[src/core/rsc_regs.svh]
// register addresses, field positions, reset values and timing for the reset source controller
// assumes a 20 MHz system clock and an 8-bit special-function register port
`ifndef RSC_REGS_SVH
`define RSC_REGS_SVH

// special-function register addresses
`define RSC_ADDR_SUPPLY_CTRL 8'hFF
`define RSC_ADDR_RESET_CAUSE 8'hEF
`define RSC_ADDR_NONE_DATA 8'h00

// supply_monitor_control fields
`define RSC_SMC_ON_BIT 7
`define RSC_SMC_STAT_BIT 6
`define RSC_SMC_THR_BIT 5
`define RSC_SMC_UNUSED_ZERO 5'h00

// reset_cause_register fields
`define RSC_RC_PIN_BIT 0
`define RSC_RC_SUPPLY_BIT 1
`define RSC_RC_CLKLOSS_BIT 2
`define RSC_RC_WDT_BIT 3
`define RSC_RC_SW_BIT 4
`define RSC_RC_COMP_BIT 5
`define RSC_RC_FLASH_BIT 6

// reset values taken at power-on
`define RSC_SUPPLY_ON_RST 1'b1
`define RSC_THRESH_RST 1'b0
`define RSC_SUPPLY_SEL_RST 1'b1

// timing
`define RSC_CLK_NS 50
`define RSC_HOLD_NS 1000
`define RSC_CLKLOSS_NS 500
`define RSC_WDT_PRESCALE 12
`define RSC_WDT_LIMIT 256
`define RSC_FLASH_RESERVED 16'hFC00

`endif

[src/core/rsc_pkg.sv]
// types shared by the reset source controller modules
// assumes the constants of rsc_regs.svh
package rsc_pkg;

  // sequencer states
  typedef enum logic [0:0] {
    RSC_RUN,
    RSC_HOLD
  } rsc_state_t;

  // reset cause, listed in order of priority
  typedef enum logic [2:0] {
    RSC_CAUSE_SUPPLY,
    RSC_CAUSE_PIN,
    RSC_CAUSE_CLKLOSS,
    RSC_CAUSE_COMP,
    RSC_CAUSE_WDT,
    RSC_CAUSE_FLASH,
    RSC_CAUSE_SW
  } rsc_cause_t;

endpackage

[src/core/rsc_tmo_if.sv]
// carrier between the sequencer and one retriggerable timeout
// assumes both ends share clk
`timescale 1ns/10ps
interface rsc_tmo_if;
  logic restart;
  logic enable;
  logic kick;
  logic expire;
  modport owner(output restart, output enable, output kick, input expire);
  modport timer(input restart, input enable, input kick, output expire);
endinterface

[src/core/rsc_flash_guard.sv]
// flash access checker: flags accesses that must end in a flash error reset
// assumes one-cycle request strobes synchronous to clk
`timescale 1ns/10ps
`include "rsc_regs.svh"
module rsc_flash_guard #(
  parameter logic [15:0] RESERVED = `RSC_FLASH_RESERVED
) (
  // clock and reset
  input wire logic clk,
  input wire logic rstN,
  // access strobes
  input wire logic flashWriteEn,
  input wire logic flashWrReq,
  input wire logic codeRdReq,
  input wire logic fetchReq,
  input wire logic [15:0] flashAddr,
  input wire logic flashSecBlock,
  // supply monitor high, on and selected
  input wire logic supplyOk,
  // registered fault
  output logic fault
);
  import rsc_pkg::*;

  typedef struct packed {
    logic fault;
  } rsc_fg_state_t;

  rsc_fg_state_t s_q;
  rsc_fg_state_t s_d;
  logic flashOp;
  logic high;

  assign flashOp = (flashWrReq && flashWriteEn) || codeRdReq;
  assign high = flashAddr >= RESERVED;

  //////////////////////////////////////////////////////////////////////////////
  // any illegal access raises a one-cycle fault
  always_comb begin
    s_d.fault = (flashOp && high) || (fetchReq && high);
    if (flashOp && flashSecBlock) begin
      s_d.fault = 1'b1;
    end
    if (flashOp && !supplyOk) begin
      s_d.fault = 1'b1;
    end
  end

  always_ff @(posedge clk or negedge rstN) begin
    if (!rstN) begin
      s_q <= '0;
    end else begin
      s_q <= s_d;
    end
  end

  assign fault = s_q.fault;

  supply_fault_a: assert property (@(posedge clk) disable iff (!rstN)
    flashOp && !supplyOk |=> fault)
    else $error("flash access with weak supply not faulted");
endmodule

[src/core/rsc_reset_ctrl.sv]
// reset source controller: supply monitor control, reset causes, reset sequencing
// assumes an 8-bit special-function register port and inputs synchronous to clk
`timescale 1ns/10ps
`include "rsc_regs.svh"
module rsc_reset_ctrl #(
  parameter int HOLD_CYCLES = (`RSC_HOLD_NS + `RSC_CLK_NS - 1) / `RSC_CLK_NS,
  parameter int CLKLOSS_CYCLES = (`RSC_CLKLOSS_NS + `RSC_CLK_NS - 1) / `RSC_CLK_NS,
  parameter int WDT_PRESCALE = `RSC_WDT_PRESCALE,
  parameter int WDT_LIMIT = `RSC_WDT_LIMIT,
  parameter logic [15:0] FLASH_RESERVED = `RSC_FLASH_RESERVED
) (
  // clock and power-on reset
  input wire logic clk,
  input wire logic nrst,
  // special-function register port
  input wire logic [7:0] sfrAddr,
  input wire logic sfrWr,
  input wire logic sfrRd,
  input wire logic [7:0] sfrWdata,
  output logic [7:0] sfrRdata,
  // analog monitors
  input wire logic supplyAbove,
  input wire logic compOut,
  output logic supplyMonOn,
  output logic supplyHighThr,
  // external reset pin, active low
  input wire logic rstPinIn,
  output logic rstPinOut,
  output logic rstPinOe,
  // watched system clock
  input wire logic sysClkMon,
  // watchdog service
  input wire logic wdtKick,
  input wire logic wdtDisable,
  // flash access strobes
  input wire logic flashWriteEn,
  input wire logic flashWrReq,
  input wire logic codeRdReq,
  input wire logic fetchReq,
  input wire logic [15:0] flashAddr,
  input wire logic flashSecBlock,
  // system reset to the rest of the chip
  output logic sysReset
);
  import rsc_pkg::*;

  localparam int HW = $clog2(HOLD_CYCLES + 1);

  typedef struct packed {
    rsc_state_t st;
    logic [HW-1:0] cnt;
    rsc_cause_t cause;
    logic supplyOn;
    logic thresh;
    logic supplySel;
    logic compSel;
    logic clkLossEn;
    logic wdtEn;
    logic [6:0] flags;
    logic [7:0] rdata;
    logic sysRst;
    logic pinOe;
    logic clkMonPrev;
  } rsc_ctrl_state_t;

  rsc_ctrl_state_t s_q;
  rsc_ctrl_state_t s_d;
  logic [1:0] rstSync_q;
  logic rstN;
  logic supplyTrip;
  logic pinTrip;
  logic compTrip;
  logic swForce;
  logic flashFault;
  logic holdActive;
  logic [6:0] causeFlag;

  rsc_tmo_if clkLossIf();
  rsc_tmo_if wdtIf();

  // refuse hold, clock-loss and watchdog settings the counters cannot serve
  if (HOLD_CYCLES < 1 || CLKLOSS_CYCLES < 2 || WDT_PRESCALE < 1 || WDT_LIMIT < 2) begin : g_chk
    $error("rsc_reset_ctrl: timing parameters out of range");
  end

  //////////////////////////////////////////////////////////////////////////////
  // reset release through two flops; assertion is immediate, release is clean
  always_ff @(posedge clk or negedge nrst) begin
    if (!nrst) begin
      rstSync_q <= 2'b00;
    end else begin
      rstSync_q <= {rstSync_q[0], 1'b1};
    end
  end

  assign rstN = rstSync_q[1];

  //////////////////////////////////////////////////////////////////////////////
  // reset requests from the individual sources
  assign supplyTrip = s_q.supplyOn && s_q.supplySel && !supplyAbove;
  assign pinTrip = !rstPinIn;
  assign compTrip = s_q.compSel && !compOut;
  assign swForce = sfrWr && sfrAddr == `RSC_ADDR_RESET_CAUSE
    && sfrWdata[`RSC_RC_SW_BIT];

  // level sources keep reset asserted for as long as they stay active
  always_comb begin
    unique case (s_q.cause)
      RSC_CAUSE_SUPPLY: holdActive = supplyTrip;
      RSC_CAUSE_PIN: holdActive = pinTrip;
      RSC_CAUSE_COMP: holdActive = compTrip;
      default: holdActive = 1'b0;
    endcase
  end

  // cause flag that is left standing on exit
  always_comb begin
    causeFlag = 7'h00;
    unique case (s_q.cause)
      RSC_CAUSE_SUPPLY: causeFlag[`RSC_RC_SUPPLY_BIT] = 1'b1;
      RSC_CAUSE_PIN: causeFlag[`RSC_RC_PIN_BIT] = 1'b1;
      RSC_CAUSE_CLKLOSS: causeFlag[`RSC_RC_CLKLOSS_BIT] = 1'b1;
      RSC_CAUSE_COMP: causeFlag[`RSC_RC_COMP_BIT] = 1'b1;
      RSC_CAUSE_WDT: causeFlag[`RSC_RC_WDT_BIT] = 1'b1;
      RSC_CAUSE_FLASH: causeFlag[`RSC_RC_FLASH_BIT] = 1'b1;
      RSC_CAUSE_SW: causeFlag[`RSC_RC_SW_BIT] = 1'b1;
      default: causeFlag = 7'h00;
    endcase
  end

  //////////////////////////////////////////////////////////////////////////////
  // register access and reset sequencer
  always_comb begin
    s_d = s_q;
    s_d.clkMonPrev = sysClkMon;
    // read data come from a register one cycle after the strobe
    if (sfrRd) begin
      if (sfrAddr == `RSC_ADDR_SUPPLY_CTRL) begin
        s_d.rdata = {s_q.supplyOn, supplyAbove, s_q.thresh, `RSC_SMC_UNUSED_ZERO};
      end else if (sfrAddr == `RSC_ADDR_RESET_CAUSE) begin
        s_d.rdata = {1'b0, s_q.flags};
      end else begin
        s_d.rdata = `RSC_ADDR_NONE_DATA;
      end
    end
    unique case (s_q.st)
      RSC_RUN: begin
        // writes; flags are read-only, low control bits are dropped
        if (sfrWr && sfrAddr == `RSC_ADDR_SUPPLY_CTRL) begin
          s_d.supplyOn = sfrWdata[`RSC_SMC_ON_BIT];
          s_d.thresh = sfrWdata[`RSC_SMC_THR_BIT];
        end
        if (sfrWr && sfrAddr == `RSC_ADDR_RESET_CAUSE) begin
          s_d.supplySel = sfrWdata[`RSC_RC_SUPPLY_BIT];
          s_d.clkLossEn = sfrWdata[`RSC_RC_CLKLOSS_BIT];
          s_d.compSel = sfrWdata[`RSC_RC_COMP_BIT];
        end
        if (wdtDisable) begin
          s_d.wdtEn = 1'b0;
        end
        // one cause wins; supply first so our own pin drive is not taken as a pin reset
        s_d.sysRst = 1'b1;
        s_d.st = RSC_HOLD;
        s_d.cnt = '0;
        s_d.thresh = `RSC_THRESH_RST;
        if (supplyTrip) begin
          s_d.cause = RSC_CAUSE_SUPPLY;
        end else if (pinTrip) begin
          s_d.cause = RSC_CAUSE_PIN;
        end else if (clkLossIf.expire) begin
          s_d.cause = RSC_CAUSE_CLKLOSS;
        end else if (compTrip) begin
          s_d.cause = RSC_CAUSE_COMP;
        end else if (wdtIf.expire) begin
          s_d.cause = RSC_CAUSE_WDT;
        end else if (flashFault) begin
          s_d.cause = RSC_CAUSE_FLASH;
        end else if (swForce) begin
          s_d.cause = RSC_CAUSE_SW;
        end else begin
          s_d.sysRst = 1'b0;
          s_d.st = RSC_RUN;
          s_d.thresh = s_d.thresh;
        end
        if (!s_d.sysRst) begin
          s_d.thresh = (sfrWr && sfrAddr == `RSC_ADDR_SUPPLY_CTRL)
            ? sfrWdata[`RSC_SMC_THR_BIT] : s_q.thresh;
        end
        // only the supply monitor pulls the pin; the rest stay internal
        s_d.pinOe = s_d.sysRst && s_d.cause == RSC_CAUSE_SUPPLY;
      end
      RSC_HOLD: begin
        if (holdActive) begin
          s_d.cnt = '0;
        end else if (s_q.cnt == HW'(HOLD_CYCLES - 1)) begin
          // leave reset: one cause flag stands, comparator, clock-loss and watchdog enables take reset values
          s_d.st = RSC_RUN;
          s_d.sysRst = 1'b0;
          s_d.pinOe = 1'b0;
          s_d.flags = causeFlag;
          s_d.compSel = 1'b0;
          s_d.clkLossEn = 1'b0;
          s_d.wdtEn = 1'b1;
        end else begin
          s_d.cnt = s_q.cnt + 1'b1;
        end
      end
    endcase
  end

  // power-on counts as a supply reset and drives the pin low until released
  always_ff @(posedge clk or negedge rstN) begin
    if (!rstN) begin
      s_q <= '{st: RSC_HOLD, cnt: '0, cause: RSC_CAUSE_SUPPLY,
        supplyOn: `RSC_SUPPLY_ON_RST, thresh: `RSC_THRESH_RST,
        supplySel: `RSC_SUPPLY_SEL_RST, compSel: 1'b0, clkLossEn: 1'b0,
        wdtEn: 1'b1, flags: 7'h00, rdata: 8'h00, sysRst: 1'b1,
        pinOe: 1'b1, clkMonPrev: 1'b0};
    end else begin
      s_q <= s_d;
    end
  end

  //////////////////////////////////////////////////////////////////////////////
  // clock-loss one-shot: any edge of the watched clock retriggers it
  assign clkLossIf.restart = s_q.sysRst;
  assign clkLossIf.enable = s_q.clkLossEn;
  assign clkLossIf.kick = sysClkMon ^ s_q.clkMonPrev;

  rsc_timeout #(
    .PRESCALE(1),
    .LIMIT(CLKLOSS_CYCLES)
  ) u_clk_loss (
    .clk(clk),
    .rstN(rstN),
    .tmo(clkLossIf.timer)
  );

  // watchdog function, divided by twelve, restarted by every reset
  assign wdtIf.restart = s_q.sysRst;
  assign wdtIf.enable = s_q.wdtEn;
  assign wdtIf.kick = wdtKick;

  rsc_timeout #(
    .PRESCALE(WDT_PRESCALE),
    .LIMIT(WDT_LIMIT)
  ) u_watchdog (
    .clk(clk),
    .rstN(rstN),
    .tmo(wdtIf.timer)
  );

  // flash guard sees the supply monitor as safe only when high, on and selected
  rsc_flash_guard #(
    .RESERVED(FLASH_RESERVED)
  ) u_flash_guard (
    .clk(clk),
    .rstN(rstN),
    .flashWriteEn(flashWriteEn),
    .flashWrReq(flashWrReq),
    .codeRdReq(codeRdReq),
    .fetchReq(fetchReq),
    .flashAddr(flashAddr),
    .flashSecBlock(flashSecBlock),
    .supplyOk(s_q.supplyOn && s_q.thresh && s_q.supplySel),
    .fault(flashFault)
  );

  //////////////////////////////////////////////////////////////////////////////
  // outputs straight from flops, rstPinOut tied low; the pin is only ever pulled low
  assign sfrRdata = s_q.rdata;
  assign supplyMonOn = s_q.supplyOn;
  assign supplyHighThr = s_q.thresh;
  assign rstPinOut = 1'b0;
  assign rstPinOe = s_q.pinOe;
  assign sysReset = s_q.sysRst;

  //////////////////////////////////////////////////////////////////////////////
  // checks
  supply_gate_a: assert property (@(posedge clk) disable iff (!rstN)
    s_q.st == RSC_HOLD && s_q.cause == RSC_CAUSE_SUPPLY && $rose(s_q.sysRst)
    |-> $past(s_q.supplyOn) && $past(s_q.supplySel))
    else $error("supply reset without monitor enabled and selected");

  status_live_a: assert property (@(posedge clk) disable iff (!rstN)
    sfrRd && sfrAddr == `RSC_ADDR_SUPPLY_CTRL
    |=> sfrRdata[`RSC_SMC_STAT_BIT] == $past(supplyAbove) && sfrRdata[4:0] == 5'h00)
    else $error("supply status read wrong");

  thresh_low_a: assert property (@(posedge clk) disable iff (!rstN)
    $rose(s_q.sysRst) |-> !s_q.thresh)
    else $error("threshold not returned low on reset");

  pin_hold_a: assert property (@(posedge clk) disable iff (!rstN)
    !rstPinIn && !rstPinOe |=> sysReset)
    else $error("low pin did not hold reset");

  pin_flag_a: assert property (@(posedge clk) disable iff (!rstN)
    $fell(s_q.sysRst) && s_q.cause == RSC_CAUSE_PIN |-> s_q.flags == 7'h01)
    else $error("pin cause flag not alone after pin reset");

  pin_free_a: assert property (@(posedge clk) disable iff (!rstN)
    rstPinOe |-> s_q.cause == RSC_CAUSE_SUPPLY && sysReset)
    else $error("pin driven by an internal reset source");

  comp_hold_a: assert property (@(posedge clk) disable iff (!rstN)
    s_q.compSel && !compOut |=> sysReset)
    else $error("comparator low did not reset");

  sw_force_a: assert property (@(posedge clk) disable iff (!rstN)
    s_q.st == RSC_RUN && swForce && !supplyTrip && !pinTrip && !clkLossIf.expire
    && !compTrip && !wdtIf.expire && !flashFault
    |=> sysReset && s_q.cause == RSC_CAUSE_SW ##[1:300] !sysReset ##0 s_q.flags == 7'h10)
    else $error("software reset not taken or flagged");

  wdt_restart_a: assert property (@(posedge clk) disable iff (!rstN)
    $fell(s_q.sysRst) |-> s_q.wdtEn)
    else $error("watchdog not enabled after reset");
endmodule

[src/core/rsc_timeout.sv]
// retriggerable one-shot with prescaler: clock-loss detector and watchdog function
// assumes kick and restart are synchronous to clk
`timescale 1ns/10ps
module rsc_timeout #(
  parameter int PRESCALE = 1,
  parameter int LIMIT = 16
) (
  // clock and reset
  input wire logic clk,
  input wire logic rstN,
  // control and expiry
  rsc_tmo_if.timer tmo
);
  import rsc_pkg::*;

  localparam int PW = (PRESCALE > 1) ? $clog2(PRESCALE) : 1;
  localparam int CW = $clog2(LIMIT);

  typedef struct packed {
    logic [PW-1:0] pre;
    logic [CW-1:0] cnt;
    logic expire;
  } rsc_tmo_state_t;

  rsc_tmo_state_t s_q;
  rsc_tmo_state_t s_d;

  // refuse settings the counters cannot hold
  if (PRESCALE < 1 || LIMIT < 2) begin : g_chk
    $error("rsc_timeout: PRESCALE must be >= 1 and LIMIT >= 2");
  end

  //////////////////////////////////////////////////////////////////////////////
  // count prescaled ticks; any kick starts the one-shot over
  always_comb begin
    s_d = s_q;
    s_d.expire = 1'b0;
    if (tmo.restart || !tmo.enable || tmo.kick) begin
      s_d.pre = '0;
      s_d.cnt = '0;
    end else if (s_q.pre == PW'(PRESCALE - 1)) begin
      s_d.pre = '0;
      if (s_q.cnt == CW'(LIMIT - 1)) begin
        s_d.cnt = '0;
        s_d.expire = 1'b1;
      end else begin
        s_d.cnt = s_q.cnt + 1'b1;
      end
    end else begin
      s_d.pre = s_q.pre + 1'b1;
    end
  end

  always_ff @(posedge clk or negedge rstN) begin
    if (!rstN) begin
      s_q <= '0;
    end else begin
      s_q <= s_d;
    end
  end

  assign tmo.expire = s_q.expire;

  // expiry only follows a full count with the timer enabled
  expire_cause_a: assert property (@(posedge clk) disable iff (!rstN)
    s_q.expire |-> $past(tmo.enable) && !$past(tmo.kick) && $past(s_q.cnt) == CW'(LIMIT - 1))
    else $error("timeout expired without a full quiet count");
endmodule

[config.mk]
export PLATFORM = sky130hd
export DESIGN_NAME = rsc_reset_ctrl
export DESIGN_NICKNAME = d
export VERILOG_FILES = /design/src/core/rsc_pkg.sv /design/src/core/rsc_tmo_if.sv /design/src/core/rsc_flash_guard.sv /design/src/core/rsc_reset_ctrl.sv /design/src/core/rsc_timeout.sv
export VERILOG_INCLUDE_DIRS = /design/src /design/src/core
export SDC_FILE = /design/constraint.sdc
export NUM_CORES = 1
export LEC_CHECK = 0
export BUFFER_PORTS_ARGS = -buffer_cell sky130_fd_sc_hd__buf_2
export CAP_MARGIN = 20
export CORE_ASPECT_RATIO = 1.4
export CORE_UTILIZATION = 58
export CTS_CLUSTER_SIZE = 24
export DETAILED_ROUTE_END_ITERATION = 10
export PLACE_DENSITY_LB_ADDON = 0.3
export SLEW_MARGIN = 20
export SYNTH_ARGS = -nofsm -noshare
export SYNTH_HDL_FRONTEND = slang
export SYNTH_SLANG_ARGS = --single-unit
[constraint.sdc]
create_clock -name clk -period 2.7 [get_ports clk]
set_input_delay 0.135 -clock clk [delete_from_list [all_inputs] [get_ports clk]]
set_output_delay 0.135 -clock clk [all_outputs]
set_load 0.01 [all_outputs]
==> results.tsv, run 1 <==
metric	value	unit
M1 wire length	2.012	mm
All-Layer GR Usage	20.43	%
Routed WL	4.821	mm
ANT cells	0	
Highest Signal Layer	met4	
Seq/Total Area, Yosys	50.82	%
setup_tns	0	ps
PortBufs	45	
worst-path maximum fanout	11	
largest net degree at the start of global routing	28	
synth top area cells	dfrtp_1 (45%), dfstp_2 (5.9%), nor2_1 (4.1%)	
Design Area, Final	3025	µm²
critical path's top delay family	simple AND/OR/NAND/NOR gates	
Slew Limit Fails	0	
CP arrival	2070	ps
IO Count	60	
hold_sp	sfrWdata[2]	
drt first-iter violations	68	
ys flop type	dfrtp_1	
vias per cell	5.613	
most frequent cells in the layout	dfrtp_1 (47), buf_2 (45), nor2_1 (29)	
Yosys top cell area share	44.92	%
reg-to-reg endpoint	s_q[17]$_DFFE_PN0P_	
Sinks on Clock Net	54	
Worst R2R Setup Slack	820	ps
leading area contributor after synthesis	dfrtp_1	
Max Freq	532.9	MHz
Die W	59.39	µm
P&R area growth vs syn	13.15	%
Synth Net Count	297	
WL met2	2.585	mm
drt wl/cell	14.01	µm
global-route wire length before repair	7.486	mm
Peak supply drop	0.4060	mV
max_cap viols	0	
Worst-path clk slew	90	ps
worst clock skew	5.987	ps
Critical Path RT	2900	ps
via count	1931	
yosys warns	0	
Post-Syn Area	2674	µm²
vias in the first global route	1744	
post_cts resized	0	
launch point of the worst reg-to-reg path	s_q[27]$_DFFE_PN0N_	
Root Buffer	clkbuf_8	
Crit. End Element	flip-flop	
status	completed	
die area	4889	µm²
drt pass-1 iters	4	
drt drc	0	
worst hold endpoint	clkLossIf.enable$_DFFE_PN0P_	
power density over the cells	642.8	nW/µm²
# H-tree levels	2	
ratio of cells with drive above 1 in the final layout	28.17	%
GRT overflow	0	
Pleak	1.394	nW
Slew HR	56.13	%
Post-synth EDFFs	0	
routability cong.	0.8631	
Final min period	1876	ps
Skew-Pair Late Insertion Delay	310	ps
crit path buf inv count	0	
Hold WC Path Type	in -> reg	
Slowest cell on crit path	dfrtp_1	
DP Area	2863	µm²
clock tree from TritonCTS	done	
Mapped Cells	245	
Worst Hold Depth	2	
cts bufs inserted	5	
initial core utilization	62.05	%
RSZ-0062 raised after global routing	false	
DIE HEIGHT	82.34	µm
Final HPWL DP	3.550	mm
synth unique cells	53	
average cell area after synthesis	10.91	µm²
Tcrit/Tclk final	69.50	%
final net count	335	
Fill cells	345	
Final setup viols	0	
Clock Path Buffers	2	
Slew @ Worst Pin	649.0	ps
Fin. Hold Viols	0	
#FFs+latches synth	54	
ANT nets after route	0	
initial antenna violation count	0	
met3 routed WL	174	µm
class of the most critical setup path	reg -> reg	
commonest non-fill, non-tap cell in the layout	dfrtp_1	
CP Cell Sequence	ha_1 > nand2_1 > nor3_2 > and3_4 > mux2_2	
CP max stage delay	400	ps
Worst R2R Path Depth	5	
Async SR Flop Fraction	100.0	%
crit path launch type	flip-flop	
core footprint	4309	µm²
row count	28	
[registers in the layout (all words and copies together), names as in the netlist]
register               cells
rstSync_q                  2
wdtIf.enable               1
s_q                       19
supplyMonOn                1
supplyHighThr              1
u_flash_guard.fault        1
sysReset                   1
clkLossIf.enable           1
u_watchdog.s_q            12
u_watchdog.tmo.expire      1
u_clk_loss.s_q             4
u_clk_loss.tmo.expire      1
sfrRdata                   8
rstPinOe                   1
[routing by layer]
metal	up-vias	GRT usage [%]
met5	-	0
met4	0	5.714
met3	6	4.829
met2	33	37.19
met1	955	23.51
li1	937	-
[cell type report]
cell class	count	area (µm²)	share of cell area, %
timing repair buffer	48	252.7	8.354
tap	60	75.07	2.481
clock buffer	6	82.58	2.730
sequential	54	1360	44.95
clock inverter	2	60.06	1.985
inverter	8	30.03	0.9926
multi-input combinational	166	1165	38.50
[power by group]
part | internal, mW | switching (mW)
Combinational | 0.141 | 0.136
Sequential | 0.901 | 0.109
Clock | 0.395 | 0.262
[how the worst max path moves through the flow]
stage / slack (ps) / cells past startpoint / from / endpoint
global placement: 890 / 5 / s_q[27]$_DFFE_PN0N_ / s_q[17]$_DFFE_PN0P_
finish: 820 / 5 / s_q[27]$_DFFE_PN0N_ / s_q[17]$_DFFE_PN0P_
CTS: 800 / 5 / s_q[27]$_DFFE_PN0N_ / s_q[17]$_DFFE_PN0P_
global route: 730 / 5 / s_q[27]$_DFFE_PN0N_ / s_q[17]$_DFFE_PN0P_
detailed placement: 820 / 5 / s_q[27]$_DFFE_PN0N_ / s_q[17]$_DFFE_PN0P_
floorplan: 1000 / 6 / s_q[27]$_DFFE_PN0N_ / s_q[11]$_DFFE_PN0P_
[synthesized netlist by cell type (4+ instances only)]
master and instances:
o2bb2ai_1 6, clkbuf_1 4, xnor2_1 5, xor2_1 6, nor3_1 6, mux2_4 5
a22o_1 5, nand2_1 19, inv_1 7, mux2i_1 4, buf_4 11, ha_1 5
nand4_1 4, nand3_1 6, dfstp_2 6, nor2_1 29, nor2b_1 4, a21oi_1 4
mux2_2 4, a31oi_1 4, dfrtp_1 48, o21ai_0 4
[kinds of logic (layout without fill, tap and decap cells)]
| kind of cell | Yosys count | in the layout | synth area share (%) |
|---|---|---|---|
| multiplexers | 13 | 13 | 5.990 |
| XOR/XNOR | 11 | 11 | 3.603 |
| AND/OR/NAND/NOR | 96 | 96 | 19.75 |
| other | 2 | 2 | 0.2809 |
| buffers and inverters | 25 | 64 | 5.615 |
| flip-flops | 54 | 54 | 50.82 |
| AO/OA/AOI/OAI | 39 | 39 | 11.61 |
| adder cells (fa/ha/maj) | 5 | 5 | 2.340 |
[metrics by stage]
step,utilization [%],total power [mW],hold slack [ps],worst slack [ps],std cells
after floorplan,-,1.235,-160.6,1001,245
after global placement,66.43,1.285,-79.05,885.2,334
after detailed placement,66.43,1.303,-78.04,822.1,334
after CTS,70.21,1.955,41.06,803.7,344
after global routing,70.21,2.036,31.83,732.0,344
final,70.21,1.945,40.46,823.6,344
[repair_timing]
action,CTS,global route
hold endpoints to repair,3,0
hold buffers,2,0
setup buffers,0,0
Power figures use the tool's default switching activity.
==> run 2: changes to the inputs <==
- ABC_AREA: default -> 1
- CORE_UTILIZATION: 58 -> 54
- clock period: 2.7 -> 2 ns (I/O delays scaled with it)
==> results.tsv, run 2 <==
metric	value	unit	change
#FFs+latches synth	54		unchanged
global-route wire length before repair	8.086	mm	+8.0%
yosys warns	0		unchanged
max_cap viols	0		unchanged
via count	2035		+5.4%
largest net degree at the start of global routing	53		+89%
leading area contributor after synthesis	dfrtp_1		
Fill cells	379		+9.9%
Hold WC Path Type	in -> reg		
adder-cell share of the synthesized area	2.371	%	+0.031 points
synth top area cells	dfrtp_1 (46%), nand2_1 (11%), dfstp_2 (6.0%)		
average cell area after synthesis	8.680	µm²	-20%
initial core utilization	57.26	%	-4.8 points
drt drc	0		unchanged
vias per cell	4.939		-12%
core footprint	4608	µm²	+6.9%
Slew Limit Fails	0		unchanged
commonest non-fill, non-tap cell in the layout	nand2_1		
XOR/XNOR Fraction of Synth Area	3.983	%	+0.38 points
ANT nets after route	0		unchanged
All-Layer GR Usage	20.79	%	+0.37 points
Final min period	1553	ps	-323.3 ps
Max Freq	643.9	MHz	+21%
DIE HEIGHT	84.71	µm	+2.9%
Final setup viols	0		unchanged
Slew HR	56.59	%	+0.47 points
ys flop type	dfrtp_1		
post_cts resized	0		unchanged
final net count	401		+20%
hold_sp	sfrWdata[1]		
Post-synth EDFFs	0		unchanged
PortBufs	45		unchanged
Design Area, Final	3012	µm²	-0.45%
Routed WL	4.696	mm	-2.6%
Async SR Flop Fraction	100.0	%	unchanged
DP Area	2890	µm²	+0.96%
Fin. Hold Viols	0		unchanged
Seq/Total Area, Yosys	51.49	%	+0.67 points
worst-path maximum fanout	10		-1
largest family of logic cells by synthesized area	simple AND/OR/NAND/NOR gates		
power density over the cells	697.8	nW/µm²	+8.5%
top post-synthesis cells by count	nand2_1 (74), dfrtp_1 (48), inv_1 (36), nor2_1 (29), nand3_1 (27)		
Synth Net Count	356		+20%
area taken by multi-input logic gates	1057	µm²	-9.2%
CP arrival	1760	ps	-310 ps
Largest Register	s_q		
Post-Syn Area	2639	µm²	-1.3%
synth unique cells	38		-28%
P&R area growth vs syn	14.13	%	
Final HPWL DP	3.541	mm	-0.28%
Pleak	1.533	nW	+10%
worst clock skew	6.340	ps	+0.3537 ps
Synth Area in Simple Gates	26.41	%	+6.7 points
crit path launch type	flip-flop		
ratio of cells with drive above 1 in the final layout	22.00	%	-6.2 points
die area	5174	µm²	+5.8%
max reg flops	19		unchanged
Skew-Pair Late Insertion Delay	300	ps	about the same
initial antenna violation count	0		unchanged
Root Buffer	clkbuf_8		
post-synthesis compound-gate area fraction	7.018	%	-4.6 points
drt pass-1 iters	4		unchanged
cts bufs inserted	5		unchanged
Worst-path clk slew	90	ps	about the same
Sinks on Clock Net	54		unchanged
multiplexer share of the synthesized area	0	%	-6.0 points
drt wl/cell	11.40	µm	-19%
drt first-iter violations	90		+32%
Critical Path RT	2200	ps	-700 ps
Crit. End Element	flip-flop		
vias in the first global route	1978		+13%
Mapped Cells	304		+24%
Slew @ Worst Pin	646.2	ps	-2.816 ps
Clock Path Buffers	2		unchanged
# H-tree levels	2		unchanged
IO Count	60		unchanged
Peak supply drop	0.5774	mV	+42%
RSZ-0062 raised after global routing	false		
top-count cell post-synth	nand2_1		
clock tree from TritonCTS	done		
row count	29		+3.6%
Tcrit/Tclk final	77.66	%	+8.2 points
CP startpoint	s_q[27]$_DFFE_PN0N_		
GRT overflow	0		unchanged
ANT cells	0		unchanged
Die W	61.08	µm	+2.9%
class of the most critical setup path	reg -> reg		
setup_tns	0	ps	unchanged
routability cong.	0.8627		about the same
most frequent cells in the layout	nand2_1 (74), dfrtp_1 (47), buf_2 (45)		
status	completed		
Reg area	1360	µm²	unchanged
Yosys top cell area share	45.52	%	+0.60 points
launch point of the worst reg-to-reg path	s_q[27]$_DFFE_PN0N_		
[run 2: cell types whose count changed in the layout (fill, tap and decap cells not counted), moves of 6 or more]
cell | before | now
o2bb2ai_1 | 6 | 0
nand3_1 | 6 | 27
o21ai_0 | 4 | 12
inv_1 | 7 | 36
nand2_1 | 19 | 74
[run 2: logic make-up (layout without fill, tap and decap cells)]
group                      count (synthesis)  count (layout)
other                                      2               2
DFF                                       54              54
xor gates and xnor gates                  12              12
adders and majority gates                  5               5
and+or+nand+nor                          151             151
AOI/OAI and AO/OA                         30              30
buffers and inverters                     50              96
[run 2: power by group]
group          internal, mW  total, mW  leakage (nW)  switching [mW]
logic                 0.113      0.268         0.773           0.155
clock network         0.280      0.613        0.0482           0.333
registers              1.16       1.22         0.712          0.0594
[run 2: path summary, 6_finish.rpt]
check                      cells after the start  slack (ps)                       endpoint
setup / recovery                               8         450            s_q[13]$_DFFE_PN0P_
hold / removal                                 3           9            s_q[21]$_DFFE_PN1P_
setup reg to reg                               8         450            s_q[13]$_DFFE_PN0P_
hold reg to reg                                1         250  u_watchdog.s_q[8]$_DFFE_PN0P_
max in group asynchronous                      1        1460       wdtIf.enable$_DFFE_PN1P_
min in group asynchronous                      2         100         rstSync_q[1]$_DFF_PN0_
[run 2: area by class of cell]
cell class	instances	area share, %
clock buffers	7	2.867
clock inverters	1	0.1662
inverters	38	4.736
multi-input cells	200	35.11
flip-flops and latches	54	45.16
well taps	62	2.576
repair buffers	50	9.389
[run 2: per-layer routing]
layer  vias to the layer above  part of all wire, %  GRT usage (%)
li1                       1043                    -              -
met1                       946                   42          23.25
met2                        36                   53          36.96
met3                        10                  3.2          4.160
met4                         0                  2.1          8.264
met5                         -                    0              0
[run 2: worst max-delay path, cell delays in order (launching register included)]
cell and delay (ps):
dfrtp_1 390, ha_1 220, nand2_1 80, nor3_2 180, inv_2 90, nor2_8 200
nand2_4 130, nand2_1 100, o21ai_2 50
[run 2: repair_timing]
item / 4_1_cts / 5_1_grt
endpoints found under the setup margin: 0 / 0
endpoints found under the hold margin: 4 / 0
setup buffers: 0 / 0
hold buffers: 3 / 0
[run 2: per-stage QoR]
stage	std cells	hold WS (ps)	power [mW]	setup slack, ps	utilization [%]
floorplan	304	-195.6	1.416	395.9	-
global placement	401	-114.3	1.502	488.5	62.72
global route	412	17.78	2.204	272.9	65.35
CTS	412	2.664	2.127	417.8	65.35
finish	412	8.830	2.101	446.9	65.35
detailed placement	401	-114.7	1.509	439.7	62.72
